==> config.mk <==
export PLATFORM = sky130hd
export DESIGN_NAME = rdoc_top
export DESIGN_NICKNAME = d
export VERILOG_FILES = /design/src/rtl/rdoc_pkg.sv /design/src/rtl/rdoc_pulse_gen.sv /design/src/rtl/rdoc_top.sv
export VERILOG_INCLUDE_DIRS = /design/src /design/src/rtl
export SDC_FILE = /design/constraint.sdc
export NUM_CORES = 1
export LEC_CHECK = 0
export BUFFER_PORTS_ARGS = -buffer_cell sky130_fd_sc_hd__buf_2
export CAP_MARGIN = 20
export CORE_MARGIN = 8
export CORE_UTILIZATION = 57
export CTS_CLUSTER_DIAMETER = 40
export DETAILED_ROUTE_END_ITERATION = 6
export GPL_TIMING_DRIVEN = 0
export PLACE_DENSITY = 0.81
export SYNTH_ARGS = -nofsm -noshare
export SYNTH_HDL_FRONTEND = slang
export SYNTH_SLANG_ARGS = --single-unit
export TNS_END_PERCENT = 20
==> constraint.sdc <==
create_clock -name clk_in -period 3.1 [get_ports clk_in]
set_input_delay 0.62 -clock clk_in [delete_from_list [all_inputs] [get_ports clk_in]]
set_output_delay 0.62 -clock clk_in [all_outputs]
set_load 0.05 [all_outputs]
==> src/rtl/rdoc_defs.svh <==
/*
  Register offsets, field positions, reset values and timebase constants for the
  digital clock trim block. Assumes it is included by bare name from rtl/.
*/
`ifndef RDOC_DEFS_SVH
`define RDOC_DEFS_SVH

// Register offsets on both host ports
`define RDOC_ADDR_TRIM 8'h12
`define RDOC_ADDR_OSC 8'h13
`define RDOC_ADDR_OWNER 8'h16

// Reset values
`define RDOC_TRIM_RST 8'h00
`define RDOC_OSC_RST 8'h00
`define RDOC_OWNER_RST 1'b0

// Oscillator control and owner register fields
`define RDOC_OSC_MODE_BIT 6
`define RDOC_OSC_RSVD_MASK 8'hDF
`define RDOC_OWNER_BIT 0

// Timebase
`define RDOC_SEC_PER_MIN 60
`define RDOC_MIN_PER_HOUR 60
`define RDOC_NORM_PERIOD_HOURS 4
`define RDOC_FAST_PERIOD_MIN 8
`define RDOC_NORM_PERIOD_MIN (`RDOC_NORM_PERIOD_HOURS * `RDOC_MIN_PER_HOUR)
`define RDOC_SEC_LAST 6'(`RDOC_SEC_PER_MIN - 1)
`define RDOC_NORM_MIN_LAST 8'(`RDOC_NORM_PERIOD_MIN - 1)
`define RDOC_FAST_MIN_LAST 8'(`RDOC_FAST_PERIOD_MIN - 1)

// Weight of one trim step, in parts per ten million
`define RDOC_NORM_STEP_PPM_E7 21700
`define RDOC_FAST_STEP_PPM_E7 20345

`endif

==> src/rtl/rdoc_pkg.sv <==
/*
  Types of the digital clock trim block: sequencer states and the state structs
  of both modules. Assumes nothing beyond a SystemVerilog compiler.
*/
package rdoc_pkg;

  // Correction sequencer states, one-hot
  typedef enum logic [1:0] {
    RDOC_IDLE = 2'b01,
    RDOC_RUN = 2'b10
  } rdoc_seq_state_t;

  // Sequencer state
  typedef struct packed {
    rdoc_seq_state_t state;
    logic [7:0] remain;
    logic add_dir;
    logic fast;
    logic pulse_add;
    logic pulse_sub;
  } rdoc_seq_t;

  // Register file and timebase state
  typedef struct packed {
    logic [7:0] trim;
    logic [7:0] osc;
    logic owner;
    logic [7:0] pri_rdata;
    logic [7:0] sec_rdata;
    logic [5:0] sec_cnt;
    logic [7:0] min_cnt;
  } rdoc_regs_t;

endpackage : rdoc_pkg

==> src/rtl/rdoc_pulse_gen.sv <==
/*
  Correction pulse sequencer. Latches trim and mode at a trigger taken while idle, then emits
  one add or remove pulse per step tick until the count is spent.
  Assumes trigger, second and minute strobes are one-cycle pulses on clk_in.
*/
`timescale 1ns/1ps
`include "rdoc_defs.svh"

module rdoc_pulse_gen
  import rdoc_pkg::*;
(
  // Clock and reset
  input wire logic clk_in,
  input wire logic resetn_in,
  // Timebase strobes
  input wire logic trigger_in,
  input wire logic sec_tick_in,
  input wire logic min_tick_in,
  // Settings
  input wire logic [7:0] trim_in,
  input wire logic mode_fast_in,
  // Correction outputs
  output logic corr_add_out,
  output logic corr_sub_out,
  output logic corr_active_out
);

  rdoc_seq_t seq_reg;
  rdoc_seq_t seq_next;
  logic [7:0] magnitude; // Pulse count from the signed trim
  logic step; // Step tick chosen by latched mode

  // Two's complement magnitude; -128 maps to 8'h80 without overflow
  assign magnitude = trim_in[7] ? 8'(~trim_in + 8'h01) : trim_in; // RULE8
  assign step = seq_reg.fast ? sec_tick_in : min_tick_in; // RULE13

  // Next state
  always_comb
  begin
    seq_next = seq_reg;
    seq_next.pulse_add = 1'b0;
    seq_next.pulse_sub = 1'b0;
    case (seq_reg.state)
      RDOC_IDLE:
      begin
        // Settings are sampled only here, so later writes wait for the next trigger
        if (trigger_in && (magnitude != 8'h00)) // RULE14
        begin
          seq_next.add_dir = ~trim_in[7]; // RULE8
          seq_next.fast = mode_fast_in;
          seq_next.remain = 8'(magnitude - 8'h01);
          seq_next.pulse_add = ~trim_in[7]; // RULE9
          seq_next.pulse_sub = trim_in[7]; // RULE9
          seq_next.state = (magnitude == 8'h01) ? RDOC_IDLE : RDOC_RUN; // RULE10
        end
      end
      RDOC_RUN:
      begin
        // One pulse per minute or second; a trigger here is ignored
        if (step) // RULE11
        begin
          seq_next.pulse_add = seq_reg.add_dir;
          seq_next.pulse_sub = ~seq_reg.add_dir;
          seq_next.remain = 8'(seq_reg.remain - 8'h01);
          if (seq_reg.remain == 8'h01)
          begin
            seq_next.state = RDOC_IDLE;
          end
        end
      end
      default:
      begin
        seq_next.state = RDOC_IDLE;
      end
    endcase
  end

  // State register
  always_ff @(posedge clk_in or negedge resetn_in)
  begin
    if (!resetn_in)
    begin
      seq_reg <= '{state: RDOC_IDLE, remain: 8'h00, add_dir: 1'b0, fast: 1'b0,
                   pulse_add: 1'b0, pulse_sub: 1'b0};
    end
    else
    begin
      seq_reg <= seq_next;
    end
  end

  // Pulses are flops; activity covers the whole sequence
  assign corr_add_out = seq_reg.pulse_add;
  assign corr_sub_out = seq_reg.pulse_sub;
  assign corr_active_out = (seq_reg.state == RDOC_RUN) | seq_reg.pulse_add | seq_reg.pulse_sub; // RULE12
endmodule : rdoc_pulse_gen

==> src/rtl/rdoc_top.sv <==
/*
  Digital clock trim block: trim and oscillator control registers on two host
  ports with write ownership, a second/minute timebase and the pulse sequencer.
  Assumes both host ports and the one-second strobe are synchronous to clk_in,
  and that the second strobe comes from the crystal domain once per second.
*/
//
// Contract
// [RULE1] Trim register at 12h, resets to 00h
// [RULE2] Owner bit picks which port writes trim
// [RULE3] Only the primary port changes the owner bit
// [RULE4] Mode select is bit 6 of 13h
// [RULE5] Mode 0 corrects every four hours
// [RULE6] Mode 1 corrects every eight minutes
// [RULE7] Host waits 135 ms between trim writes
// [RULE8] Trim is signed, +127 down to -128
// [RULE9] Correction adds or removes pulses, oscillator untouched
// [RULE10] Normal mode: one pulse per minute after trigger
// [RULE11] Long counts run on into following hours
// [RULE12] Correction activity is visible on an output
// [RULE13] Fast mode: one pulse per second after trigger
// [RULE14] New settings wait for the next trigger
`timescale 1ns/1ps
`include "rdoc_defs.svh"

module rdoc_top
  import rdoc_pkg::*;
(
  // Clock and reset
  input wire logic clk_in,
  input wire logic resetn_in,
  // Primary host port
  input wire logic pri_wr_in,
  input wire logic [7:0] pri_addr_in,
  input wire logic [7:0] pri_wdata_in,
  output logic [7:0] pri_rdata_out,
  // Secondary host port
  input wire logic sec_wr_in,
  input wire logic [7:0] sec_addr_in,
  input wire logic [7:0] sec_wdata_in,
  output logic [7:0] sec_rdata_out,
  // Timebase from the crystal domain
  input wire logic sec_tick_in,
  // Correction and oscillator control
  output logic corr_add_out,
  output logic corr_sub_out,
  output logic corr_active_out,
  output logic [7:0] osc_ctrl_out
);

  rdoc_regs_t regs_reg;
  rdoc_regs_t regs_next;
  logic min_tick; // Strobe on entry to a new minute
  logic trigger; // Strobe at the start of a correction period
  logic mode_fast; // Correction mode select
  logic pri_trim_wr; // Accepted trim write, primary
  logic sec_trim_wr; // Accepted trim write, secondary
  logic pri_osc_wr; // Accepted oscillator write, primary
  logic sec_osc_wr; // Accepted oscillator write, secondary

  // Mode is read live for the period choice; the sequencer keeps its own latched copy
  assign mode_fast = regs_reg.osc[`RDOC_OSC_MODE_BIT]; // RULE4

  // Ownership gating; the refused port's write is dropped silently
  // An owner write lands at its own edge, so the gating flips for the next cycle
  assign pri_trim_wr = pri_wr_in && (pri_addr_in == `RDOC_ADDR_TRIM) && regs_reg.owner; // RULE2
  assign sec_trim_wr = sec_wr_in && (sec_addr_in == `RDOC_ADDR_TRIM) && !regs_reg.owner; // RULE2
  assign pri_osc_wr = pri_wr_in && (pri_addr_in == `RDOC_ADDR_OSC) && regs_reg.owner;
  assign sec_osc_wr = sec_wr_in && (sec_addr_in == `RDOC_ADDR_OSC) && !regs_reg.owner;

  // Minute boundary and period start, both on the last second's strobe
  assign min_tick = sec_tick_in && (regs_reg.sec_cnt == `RDOC_SEC_LAST);
  always_comb
  begin
    if (mode_fast)
    begin
      // 240 is a multiple of 8, so one minute counter serves both modes
      trigger = min_tick && ((regs_reg.min_cnt % 8'(`RDOC_FAST_PERIOD_MIN)) == `RDOC_FAST_MIN_LAST); // RULE6
    end
    else
    begin
      trigger = min_tick && (regs_reg.min_cnt == `RDOC_NORM_MIN_LAST); // RULE5
    end
  end

  // Register file and timebase next state
  always_comb
  begin
    regs_next = regs_reg;
    // Trim; only one port can hold ownership, so no write collision
    if (pri_trim_wr)
    begin
      regs_next.trim = pri_wdata_in; // RULE1
    end
    else if (sec_trim_wr)
    begin
      regs_next.trim = sec_wdata_in; // RULE1
    end
    // Oscillator control; reserved bit 5 kept at zero
    if (pri_osc_wr)
    begin
      regs_next.osc = pri_wdata_in & `RDOC_OSC_RSVD_MASK; // RULE4
    end
    else if (sec_osc_wr)
    begin
      regs_next.osc = sec_wdata_in & `RDOC_OSC_RSVD_MASK; // RULE4
    end
    // Owner bit: secondary writes to it are ignored
    if (pri_wr_in && (pri_addr_in == `RDOC_ADDR_OWNER))
    begin
      regs_next.owner = pri_wdata_in[`RDOC_OWNER_BIT]; // RULE3
    end
    // Read data, one cycle after the address
    // Reads have no side effects, so both ports may read at any time
    case (pri_addr_in)
      `RDOC_ADDR_TRIM: regs_next.pri_rdata = regs_reg.trim;
      `RDOC_ADDR_OSC: regs_next.pri_rdata = regs_reg.osc;
      `RDOC_ADDR_OWNER: regs_next.pri_rdata = {7'h00, regs_reg.owner};
      default: regs_next.pri_rdata = 8'h00;
    endcase
    case (sec_addr_in)
      `RDOC_ADDR_TRIM: regs_next.sec_rdata = regs_reg.trim;
      `RDOC_ADDR_OSC: regs_next.sec_rdata = regs_reg.osc;
      `RDOC_ADDR_OWNER: regs_next.sec_rdata = {7'h00, regs_reg.owner};
      default: regs_next.sec_rdata = 8'h00;
    endcase
    // Seconds and minutes within the four-hour period
    // Register writes never touch these counters, so a mode change keeps the phase
    // A missed second strobe stretches the period; nothing here can recover it
    if (sec_tick_in)
    begin
      if (min_tick)
      begin
        regs_next.sec_cnt = 6'h00;
        regs_next.min_cnt = (regs_reg.min_cnt == `RDOC_NORM_MIN_LAST) ? 8'h00 : 8'(regs_reg.min_cnt + 8'h01);
      end
      else
      begin
        regs_next.sec_cnt = 6'(regs_reg.sec_cnt + 6'h01);
      end
    end
  end

  // State register
  always_ff @(posedge clk_in or negedge resetn_in)
  begin
    if (!resetn_in)
    begin
      regs_reg <= '{trim: `RDOC_TRIM_RST, osc: `RDOC_OSC_RST, owner: `RDOC_OWNER_RST,
                    pri_rdata: 8'h00, sec_rdata: 8'h00, sec_cnt: 6'h00, min_cnt: 8'h00};
    end
    else
    begin
      regs_reg <= regs_next;
    end
  end

  // Pulse sequencer; pulses go to the divider chain, not the oscillator
  // Trim reaches it live; it latches the value only at a trigger
  rdoc_pulse_gen u_pulse_gen (
    .clk_in(clk_in),
    .resetn_in(resetn_in),
    .trigger_in(trigger),
    .sec_tick_in(sec_tick_in),
    .min_tick_in(min_tick),
    .trim_in(regs_reg.trim),
    .mode_fast_in(mode_fast),
    .corr_add_out(corr_add_out),
    .corr_sub_out(corr_sub_out),
    .corr_active_out(corr_active_out)
  ); // RULE9

  // Outputs straight from flops
  assign pri_rdata_out = regs_reg.pri_rdata;
  assign sec_rdata_out = regs_reg.sec_rdata;
  assign osc_ctrl_out = regs_reg.osc;
endmodule : rdoc_top

==> metrics.md, run 1 <==
| Metric | Value |
|---|---|
| Status | finished, final reports clean |
| Worst endpoint required time | 2480 ps |
| Number of synthesized flops with an enable pin | 0 |
| Die ar. | 0.00965 sq mm |
| CTS buffer count | 9 |
| Synth async-reset ratio | 100% |
| Critical path buffers and inverters | 4 |
| Combinational Power Share | 17.9% |
| Bufs on Longest Clock Path | 2 |
| Family with the most delay on the worst path | buffers and inverters |
| Clk pwr share | 37.8% |
| Switching Share | 28.8% |
| Post-CTS setup buffer count | 0 |
| CP cell instances | inv_1, ha_1, clkbuf_1, clkbuf_1, or3_1, buf_2 |
| CORE AREA | 0.00668 sq mm |
| Antenna violations before repair | 0 |
| TNS Setup | 0 ps |
| Post-CTS Hold Buffers | 0 |
| Clk slew on worst S/H paths | 80 ps |
| DR DRC count | 0 |
| WHS | 275 ps |
| Die Y | 98.2 microns |
| Final Max Tran Viols | 0 |
| Layout area overhead | 16.6% |
| TritonCTS clock tree | done |
| Fin Clk Skew | 12.6 ps |
| Mapped cell area | 0.00385 sq mm |
| Synth warnings | 0 |
| Reg2Reg Depth | 9 |
| Tcrit/Tclk final | 93.4% |
| F_max | 345 MHz |
| Power per Cell Area | 443 mW/mm^2 |
| R2R Setup Slk | 600 ps |
| Final hold violation count | 0 |
| Cell count after synthesis | 398 |
| Grt total ovfl | 0 |
| Max Cap Viol | 0 |
| Min cycle time layout | 2900 ps |
| CP startpoint | u_pulse_gen.seq_reg[12] |
| Synth cell types | 73 |
| Post-CTS Resized | 0 |
| CP Max Fanout | 10 |
| CP max stage delay | 540 ps |
| Slowest cell on crit path | dfstp_2 |
| Most common cell after layout, fill and taps aside | buf_2 |
| Sequential element share of the synthesized area | 39.0% |
| Vias in the first global route | 3,279 |
| Worst setup margin | 204 ps |
| Layout Nets | 517 |
| Final std cells w/o fill | 556 |
| Commonest non-fill, non-tap cells in the layout | buf_2 (67), dfrtp_1 (59), nand2_1 (41), buf_4 (31), o21ai_0 (24) |
| Cell area after layout | 0.00449 sq mm |
| Largest net degree at the start of global routing | 36 |
| Most used DFF post-synth | dfrtp_1 |
| Die width | 98.2 microns |
| Max-slew headroom | 59.5% |
| FF-to-FF Start | regs_reg[39] |
| Most common cell on crit path | clkbuf_1 |
| Post-route ant nets | 0 |
| DR pass1 iterations | 5 |
| Share of layout cells above drive strength 1 | 31.9% |
| Root Buffer | clkbuf_8 |
| RR Endpoint | u_pulse_gen.seq_reg[9] |
| Post-DP HPWL | 6.88 mm |
| Routability cong. | 0.939 |
| Antenna cells | 0 |
| Number of port buffers | 61 |
| Via Count | 3,285 |
| Worst-Skew Late Latency | 350 ps |
| Syn avg cell area | 9.69 sq um |
| Num Clock Sinks | 60 |
| FF+latch count, synth | 60 |
| FP Rows | 30 |
| WL final | 9.33 mm |
| Vias/cell | 5.91 |
| Startpoint Class | register |
| Int Power | 1.42 mW |
| Maximum VDD drop | 0.386 mV |
| H-tree levels | 3 |
| Pwr Total | 1.99 mW |
| Psw | 0.573 mW |
| RSZ-0062 raised after global routing | no |
| Worst slew pin tran | 607 ps |
| Iter 0 DRT Violations | 260 |
| First-pass GRT wire length | 15.8 mm |
| Placed Cells | 540 |
| Fill cell count | 536 |
| Sequential power share | 44.2% |
| Max reg flops | 23 |
| Pre-CTS WS | 591 ps |
| Post-synthesis net count | 444 |
| Kind of critical path | register to output port |
| Hold Crit Class | input pin to asynchronous set/reset pin |
| Final setup violation count | 0 |
| All-layer global routing usage | 20.3% |
| CP arrival | 2280 ps |
| Initial Util | 57.7% |
| Post-layout util | 67.3% |
| Post-DP Area | 0.00428 sq mm |
| DR WL/cell | 16.8 microns |
| Worst setup EP type | output port |
| Leak pwr | 2.17 nW |
| Num ports | 64 |
## power groups by stage
stage,logic [mW],registers (mW),clock network (mW)
after global placement,0.335,0.892,0
after floorplan,0.255,0.882,0
after global routing,0.397,0.886,0.793
after CTS,0.356,0.879,0.762
final,0.357,0.880,0.753
after detailed placement,0.353,0.893,0
## Yosys cell counts (all sizes together), types with 3 or more instances
cell type	instances	area (sq um)
a31oi	4	40.0
xnor2	7	61.3
o41ai	3	60.1
ha	9	113
inv	14	52.6
nor4	3	33.8
o21ai	36	191
nor2	25	116
mux2i	21	210
mux2	6	67.6
clkbuf	5	18.8
nand4	6	43.8
buf	42	319
a22o	13	116
dfrtp	59	1480
and2	4	26.3
nor3	11	71.3
a21oi	11	58.8
or4	5	48.8
nand3	17	97.6
o211ai	3	22.5
xor2	4	35.0
or3	5	31.3
nand2	42	160
and3	3	20.0
o31ai	6	58.8
## layer usage
metal	routed length, microns	share of wire, %	up-vias	track usage (%)
met4	325	3.5	0	10.5
li1	-	-	1554	-
met2	4610	49	116	33.8
met3	509	5.5	35	5.12
met5	0	0	-	0
met1	3890	42	1580	23.6
## cell families after synthesis
kind of cell	Yosys count	share of synthesized area [%]
other	1	0.0973
DFF	60	39.0
muxes	27	7.21
AOI/OAI and AO/OA	92	17.7
xor gates and xnor gates	11	2.50
buffers and inverters	61	10.1
and+or+nand+nor	137	20.5
adders and majority gates	9	2.92
## how the worst max path moves through the flow
stage,cells past startpoint,end
after floorplan,5,corr_active_out
after global placement,6,corr_active_out
after detailed placement,6,corr_active_out
after CTS,6,corr_active_out
after global routing,6,corr_active_out
final,6,corr_active_out
## cell type report
cell class	instances	area [sq um]	area share, %
tap	80	100	2.23
sequential	60	1500	33.4
buffer	47	338	7.52
timing repair buffer	62	325	7.24
clock buffer	13	169	3.76
inverter	14	52.6	1.17
multi-input combinational	277	1960	43.7
clock inverter	3	45.0	1.00
## worst reg2reg max path, delay by kind of cell (launching register included)
| family | cells | cell delay (ps) |
|---|---|---|
| flops | 1 | 470 |
| xor+xnor | 1 | 160 |
| buf+inv | 2 | 300 |
| compound gates | 2 | 350 |
| simple gates | 3 | 820 |
| fa+ha+maj | 1 | 320 |
Power figures use the tool's default switching activity.
==> run 2: changes to the inputs <==
--- a/config.mk
+++ b/config.mk
@@ -16,5 +16,6 @@
 export PLACE_DENSITY = 0.81
 export SYNTH_ARGS = -nofsm -noshare
 export SYNTH_HDL_FRONTEND = slang
+export SYNTH_HIERARCHICAL = 1
 export SYNTH_SLANG_ARGS = --single-unit
 export TNS_END_PERCENT = 20
==> run 2 against run 1 <==
First-iteration DRC count up 0.77%. Register-to-register slack worse by 520 ps. Worst hold slack worse by 48 ps. Critical endpoint is now u_pulse_gen/seq_reg[11]. Largest power group unchanged.
==> metrics.md, run 2 <==
| Metric | Value |
|---|---|
| H-tree levels | 3 (unchanged) |
| Fin Clk Skew | 8.51 ps (was 12.6 ps) |
| CP cell instances | inv_2, ha_1, buf_4, or3b_1, a221o_1, nor4_4, buf_4, buf_4, a21o_4, a211oi_1, a311o_1 (was inv_1, ha_1, clkbuf_1, clkbuf_1, or3_1, buf_2) |
| All-layer global routing usage | 20.4% (was 20.3%) |
| Most common cell on crit path | buf_4 (was clkbuf_1) |
| Antenna cells | 0 (unchanged) |
| Worst slew pin tran | 632 ps (was 607 ps) |
| Num Clock Sinks | 60 (unchanged) |
| Fill cell count | 519 (was 536) |
| Synth async-reset ratio | 100% (unchanged) |
| DR WL/cell | 16.1 microns (was 16.8 microns) |
| Post-CTS Hold Buffers | 0 (unchanged) |
| Hold Crit Class | input pin to asynchronous set/reset pin (unchanged) |
| Synth warnings | 6 (was 0) |
| Number of port buffers | 62 (was 61) |
| Syn avg cell area | 9.38 sq um (was 9.69 sq um) |
| Root Buffer | clkbuf_8 (unchanged) |
| Share of the synthesized area in the top cell type | 40.0% (was 38.3%) |
| Antenna violations before repair | 0 (unchanged) |
| TNS Setup | 0 ps (unchanged) |
| Maximum VDD drop | 0.437 mV (was 0.386 mV) |
| Slowest cell on crit path | dfrtp_2 (was dfstp_2) |
| Critical path buffers and inverters | 4 (unchanged) |
| First-pass GRT wire length | 15.0 mm (was 15.8 mm) |
| Most common cell after layout, fill and taps aside | buf_2 (unchanged) |
| Max Cap Viol | 0 (unchanged) |
| FP Rows | 29 (was 30) |
| Final setup violation count | 0 (unchanged) |
| Grt total ovfl | 0 (unchanged) |
| Cell count after synthesis | 394 (was 398) |
| Most numerous cell in the Yosys netlist | dfrtp_1 (unchanged) |
| Clk slew on worst S/H paths | 80 ps (about the same) |
| Worst setup EP type | register (was output port) |
| WL final | 8.87 mm (was 9.33 mm) |
| Die ar. | 0.00931 sq mm (was 0.00965 sq mm) |
| Initial Util | 58.5% (was 57.7%) |
| Power per Cell Area | 465 mW/mm^2 (was 443 mW/mm^2) |
| Post-synthesis net count | 441 (was 444) |
| Min cycle time layout | 3020 ps (was 2900 ps) |
| CP Max Fanout | 10 (unchanged) |
| Cell area after layout | 0.00438 sq mm (was 0.00449 sq mm) |
| Startpoint Class | register (unchanged) |
| Post-route ant nets | 0 (unchanged) |
| DR DRC count | 0 (unchanged) |
| Kind of critical path | register to register (was register to output port) |
| CTS buffer count | 9 (unchanged) |
| Via Count | 3,249 (was 3,285) |
| Status | finished, final reports clean (unchanged) |
| Synth cell types | 66 (was 73) |
| CP max stage delay | 470 ps (was 540 ps) |
| Final Max Tran Viols | 0 (unchanged) |
| Worst-Skew Late Latency | 340 ps (was 350 ps) |
| Largest net degree at the start of global routing | 41 (was 36) |
| Final hold violation count | 0 (unchanged) |
| Layout Nets | 516 (was 517) |
| Pwr Total | 2.04 mW (was 1.99 mW) |
| Synth top area cells | dfrtp_1 (40%), mux2i_1 (6.8%), buf_4 (5.5%) (was dfrtp_1 (38%), buf_4 (6.0%), mux2i_1 (5.5%)) |
| Post-DP HPWL | 6.42 mm (was 6.88 mm) |
| Seq. cell area | 0.00151 sq mm (was 0.00150 sq mm) |
| Die width | 96.5 microns (was 98.2 microns) |
| Routability cong. | 0.896 (was 0.939) |
| Family with the most delay on the worst path | compound AO/OA/AOI/OAI gates (was buffers and inverters) |
| Commonest non-fill, non-tap cells in the layout | buf_2 (64), dfrtp_1 (57), nor2_1 (42), buf_4 (29), nand2_1 (28) (was buf_2 (67), dfrtp_1 (59), nand2_1 (41), buf_4 (31), o21ai_0 (24)) |
| Tcrit/Tclk final | 97.3% (was 93.4%) |
| Worst endpoint required time | 3320 ps (was 2480 ps) |
| Post-layout util | 69.4% (was 67.3%) |
| Number of synthesized flops with an enable pin | 0 (unchanged) |
| FF+latch count, synth | 60 (unchanged) |
| Vias/cell | 5.90 (was 5.91) |
| Sequential element share of the synthesized area | 40.7% (was 39.0%) |
| CORE AREA | 0.00631 sq mm (was 0.00668 sq mm) |
| Top cells by count, synth | dfrtp_1 (59), nor2_1 (42), nand2_1 (28), buf_4 (27), mux2i_1 (25) (was dfrtp_1 (59), nand2_1 (41), buf_4 (31), o21ai_0 (24), nor2_1 (22)) |
| Multi-input logic area | 0.00189 sq mm (was 0.00196 sq mm) |
| DR pass1 iterations | 5 (unchanged) |
| Mapped cell area | 0.00369 sq mm (was 0.00385 sq mm) |
| Layout area overhead | 18.6% (was 16.6%) |
| TritonCTS clock tree | done (unchanged) |
| Die Y | 96.5 microns (was 98.2 microns) |
| CP arrival | 3240 ps (was 2280 ps) |
| Most used DFF post-synth | dfrtp_1 (unchanged) |
| RSZ-0062 raised after global routing | no (unchanged) |
| Iter 0 DRT Violations | 262 (was 260) |
| Post-DP Area | 0.00412 sq mm (was 0.00428 sq mm) |
| Max-slew headroom | 56.8% (was 59.5%) |
| Max reg flops | 23 (unchanged) |
| F_max | 331 MHz (was 345 MHz) |
| Post-synth top area cell | dfrtp_1 (unchanged) |
| Bufs on Longest Clock Path | 2 (unchanged) |
| Leak pwr | 2.26 nW (was 2.17 nW) |
| Num ports | 64 (unchanged) |
| Share of layout cells above drive strength 1 | 29.1% (was 31.9%) |
| Vias in the first global route | 3,233 (was 3,279) |
run 2: cell count changes in the layout (fill, tap and decap cells not counted), sizes merged, moves of 7 or more:
| cell | delta |
|---|---|
| nor2 | +17 |
| o21ai | -16 |
| nand2 | -14 |
| a21oi | +11 |
| buf | -9 |
| nand3 | -7 |
run 2: cell type report:
class                           instances  area share (%)
Buffer                                 37            5.74
Inverter                               18            1.54
Multi-Input combinational cell        278            43.2
Tap cell                               77            2.20
Clock buffer                            9            2.83
Timing Repair Buffer                   65            7.88
Clock inverter                          7            2.26
Sequential cell                        60            34.4
run 2: cells by family after synthesis:
logic type,share of synthesized area [%]
and+or+nand+nor,20.1
AOI/OAI and AO/OA,15.9
DFF,40.7
buffers and inverters,8.70
muxes,8.30
xor gates and xnor gates,2.84
adders and majority gates,3.39
other,0.101
run 2: final timing paths:
path / end / startpoint / cells after the start / slack, ps
worst max-delay path: u_pulse_gen/seq_reg[11] / regs_reg[39] / 11 / 80
worst min-delay path: pri_rdata_out[7] / resetn_in / 1 / 230
worst max register to register: u_pulse_gen/seq_reg[11] / regs_reg[39] / 11 / 80
worst min register to register: regs_reg[6] / regs_reg[6] / 1 / 520
max in group asynchronous: u_pulse_gen/seq_reg[12] / resetn_in / 2 / 2220
min in group clk_in: regs_reg[6] / regs_reg[6] / 1 / 520
run 2: metal layers:
metal | up-vias | part of all wire, % | routed length, microns | track usage [%]
li1 | 1544 | - | - | -
met1 | 1561 | 44 | 3890 | 26.0
met2 | 122 | 49 | 4310 | 33.8
met3 | 22 | 5.7 | 508 | 3.48
met4 | 0 | 1.9 | 169 | 7.82
met5 | - | 0 | 0 | 0
run 2: power by group:
group          leakage (nW)  switching (mW)  internal (mW)  total (mW)
clock                 0.110           0.336          0.456       0.792
combinational          1.35           0.190          0.157       0.347
sequential            0.803          0.0675          0.832       0.899
run 2: repair_timing:
action	in CTS	in global routing
pin swaps	0	1
setup buffers	0	2
resized for setup	3	8
setup endpoints to repair	6	11
run 2: through the flow:
stage / hold slack, ps / std cells / setup WS [ps]
finish: 227 / 551 / 83.0
global route: 251 / 551 / 21.1
CTS: 234 / 550 / -26.7
detailed placement: 501 / 534 / -410
global placement: 491 / 533 / -325
floorplan: 324 / 394 / 237
run 2: worst reg2reg max path: cells and delay by family (launching register included):
| kind | cells | cell delay (ps) |
|---|---|---|
| buffers and inverters | 4 | 620 |
| AND/OR/NAND/NOR | 2 | 680 |
| flip-flops | 1 | 470 |
| adder cells (fa/ha/maj) | 1 | 160 |
| AO/OA/AOI/OAI | 4 | 980 |
==> run 3: changes to the inputs <==
==> constraint.sdc (replaced) <==
create_clock -name clk_in -period 3.1 [get_ports clk_in]
set_input_delay 0.155 -clock clk_in [delete_from_list [all_inputs] [get_ports clk_in]]
set_output_delay 0.155 -clock clk_in [all_outputs]
set_load 0.01 [all_outputs]
==> run 3 against run 2 <==
Sequential share of layout area is 0.078 points lower. Total power is 0.90% lower. Global-route usage stayed put. Sequential power hardly changed. Wire length is 0.29% higher. Combinational power is 5% lower. Flip-flop and latch count stayed put. Cell count is 0.18% higher. Worst setup slack better by 8.1 ps. Critical endpoint unchanged. Largest power group unchanged.
==> metrics.md, run 3 (synthesis results as in run 2) <==
| Metric | Value |
|---|---|
| FP Rows | 29 (unchanged) |
| Clk pwr share | 39.1% (was 38.8%) |
| F_max | 332 MHz (was 331 MHz) |
| Max Cap Viol | 0 (unchanged) |
| Largest net degree at the start of global routing | 41 (unchanged) |
| Num ports | 64 (unchanged) |
| FF-to-FF Start | regs_reg[39] (unchanged) |
| CP startpoint | regs_reg[39] (unchanged) |
| Routability cong. | 0.896 (unchanged) |
| Leak pwr | 2.27 nW (was 2.26 nW) |
| Most common cell on crit path | buf_4 (unchanged) |
| Antenna cells | 0 (unchanged) |
| Power per Cell Area | 460 mW/mm^2 (was 465 mW/mm^2) |
| Share of layout cells above drive strength 1 | 29.1% (about the same) |
| First-pass GRT wire length | 15.0 mm (unchanged) |
| Sequential power share | 44.5% (was 44.1%) |
| Commonest non-fill, non-tap cells in the layout | buf_2 (64), dfrtp_1 (57), nor2_1 (42), buf_4 (29), nand2_1 (28) (unchanged) |
| Most common cell after layout, fill and taps aside | buf_2 (unchanged) |
| Post-layout util | 69.5% (was 69.4%) |
| Antenna violations before repair | 0 (unchanged) |
| Iter 0 DRT Violations | 270 (was 262) |
| CP max stage delay | 470 ps (about the same) |
| CTS buffer count | 9 (unchanged) |
| DR DRC count | 0 (unchanged) |
| Pwr Total | 2.02 mW (was 2.04 mW) |
| Min-delay src | pri_wdata_in[5] |
| Min cycle time layout | 3010 ps (was 3020 ps) |
| Clk slew on worst S/H paths | 70 ps (was 80 ps) |
| Vias/cell | 5.90 (about the same) |
| Worst slew pin tran | 676 ps (was 632 ps) |
| Hold Crit Class | input pin to register (was input pin to asynchronous set/reset pin) |
| Via Count | 3,256 (was 3,249) |
| CP Max Fanout | 10 (unchanged) |
| H-tree levels | 3 (unchanged) |
| Fin Clk Skew | 7.89 ps (was 8.51 ps) |
| Max reg flops | 23 (unchanged) |
| Maximum VDD drop | 0.437 mV (about the same) |
| Root Buffer | clkbuf_8 (unchanged) |
| Int Power | 1.45 mW (about the same) |
| Final hold violation count | 0 (unchanged) |
| TritonCTS clock tree | done (unchanged) |
| Number of port buffers | 62 (unchanged) |
| DR WL/cell | 16.1 microns (about the same) |
| All-layer global routing usage | 20.4% (unchanged) |
| Combinational Power Share | 16.3% (was 17.0%) |
| Initial Util | 58.5% (unchanged) |
| Layout area overhead | 18.8% (was 18.6%) |
| CP cell instances | inv_2, ha_1, buf_4, or3b_1, a221o_1, nor4_4, buf_4, buf_4, a21o_4, a211oi_1, a311o_1 (unchanged) |
| RSZ-0062 raised after global routing | no (unchanged) |
| Layout Nets | 517 (was 516) |
| Bufs on Longest Clock Path | 2 (unchanged) |
| Worst endpoint required time | 3320 ps (about the same) |
| Num Clock Sinks | 60 (unchanged) |
| Die ar. | 0.00931 sq mm (unchanged) |
| Slowest cell on crit path | dfrtp_2 (unchanged) |
| Post-route ant nets | 0 (unchanged) |
| Placed Cells | 534 (unchanged) |
| WL final | 8.90 mm (was 8.87 mm) |
| Kind of critical path | register to register (unchanged) |
| Startpoint Class | register (unchanged) |
| Max-slew headroom | 54.9% (was 56.8%) |
| R2R Setup Slk | 90 ps (was 80 ps) |
| Psw | 0.575 mW (was 0.594 mW) |
| Final std cells w/o fill | 552 (was 551) |
| CP arrival | 3230 ps (was 3240 ps) |
| Switching Share | 28.4% (was 29.1%) |
| Worst setup EP type | register (unchanged) |
| Final Max Tran Viols | 0 (unchanged) |
| Die Y | 96.5 microns (unchanged) |
| Post-DP HPWL | 6.42 mm (unchanged) |
| DR pass1 iterations | 4 (was 5) |
| Vias in the first global route | 3,233 (unchanged) |
| Grt total ovfl | 0 (unchanged) |
| Final setup violation count | 0 (unchanged) |
| Worst-Skew Late Latency | 340 ps (about the same) |
| Status | finished, final reports clean (unchanged) |
| Die width | 96.5 microns (unchanged) |
| Tcrit/Tclk final | 97.1% (was 97.3%) |
| CORE AREA | 0.00631 sq mm (unchanged) |
-- run 3: changes by cell type in the layout (fill, tap and decap cells not counted), sizes merged --
cell	delta
dlygate4sd3	+1
-- run 3: path summary, 6_finish.rpt --
check | cells past startpoint | endpoint
max reg2reg | 11 | u_pulse_gen/seq_reg[11]
min in group asynchronous | 2 | sec_rdata_out[1]
min | 3 | regs_reg[44]
max | 11 | u_pulse_gen/seq_reg[11]
max in group asynchronous | 3 | u_pulse_gen/seq_reg[12]
min reg2reg | 2 | regs_reg[1]
-- run 3: worst max-delay path: cells and delay by family (launching register included) --
family	cells	cell delay [ps]
AO/OA/AOI/OAI	4	980
AND/OR/NAND/NOR	2	680
buffers and inverters	4	600
adder cells (fa/ha/maj)	1	160
flip-flops	1	470
-- run 3: power groups by stage --
stage,Sequential [mW],Combinational (mW),Clock [mW]
after floorplan,0.892,0.218,0
after global placement,0.905,0.290,0
after detailed placement,0.911,0.309,0
after CTS,0.897,0.313,0.808
after global routing,0.909,0.369,0.845
final,0.900,0.330,0.791
-- run 3: cell type report --
cell class              count  area, sq um
plain buffers              37          251
clock buffers               9          124
clock inverters             7         98.8
fillers                   515         1920
inverters                  18         67.6
multi-input cells         278         1890
flip-flops and latches     60         1510
well taps                  77         96.3
repair buffers             66          355
-- run 3: per-layer routing --
| metal | GRT usage, % | part of all wire [%] | wire length [microns] |
|---|---|---|---|
| met3 | 3.48 | 6.2 | 551 |
| met4 | 7.82 | 1.8 | 163 |
| met5 | 0 | 0 | 0 |
| met1 | 26.0 | 43 | 3860 |
| met2 | 33.8 | 49 | 4320 |
-- run 3: repair_timing --
action | CTS | global route
hold endpoints to repair | 20 | 0
endpoints found under the setup margin | 6 | 11
pin swaps | 0 | 1
buffers inserted | 0 | 2
hold buffers | 1 | 0
gates resized for setup | 3 | 8
-- run 3: metrics by stage --
stage          setup WS, ps  hold slack, ps  setup TNS (ps)  cell area (sq um)
2_1_floorplan           312            -141               0               3690
3_5_place_dp           -193             147            -580               4120
5_1_grt                21.1            88.1               0               4390
4_1_cts               -26.7            56.7           -26.7               4360
6_report               91.1            63.0               0               4390
3_3_place_gp          -87.7             407            -192               4100
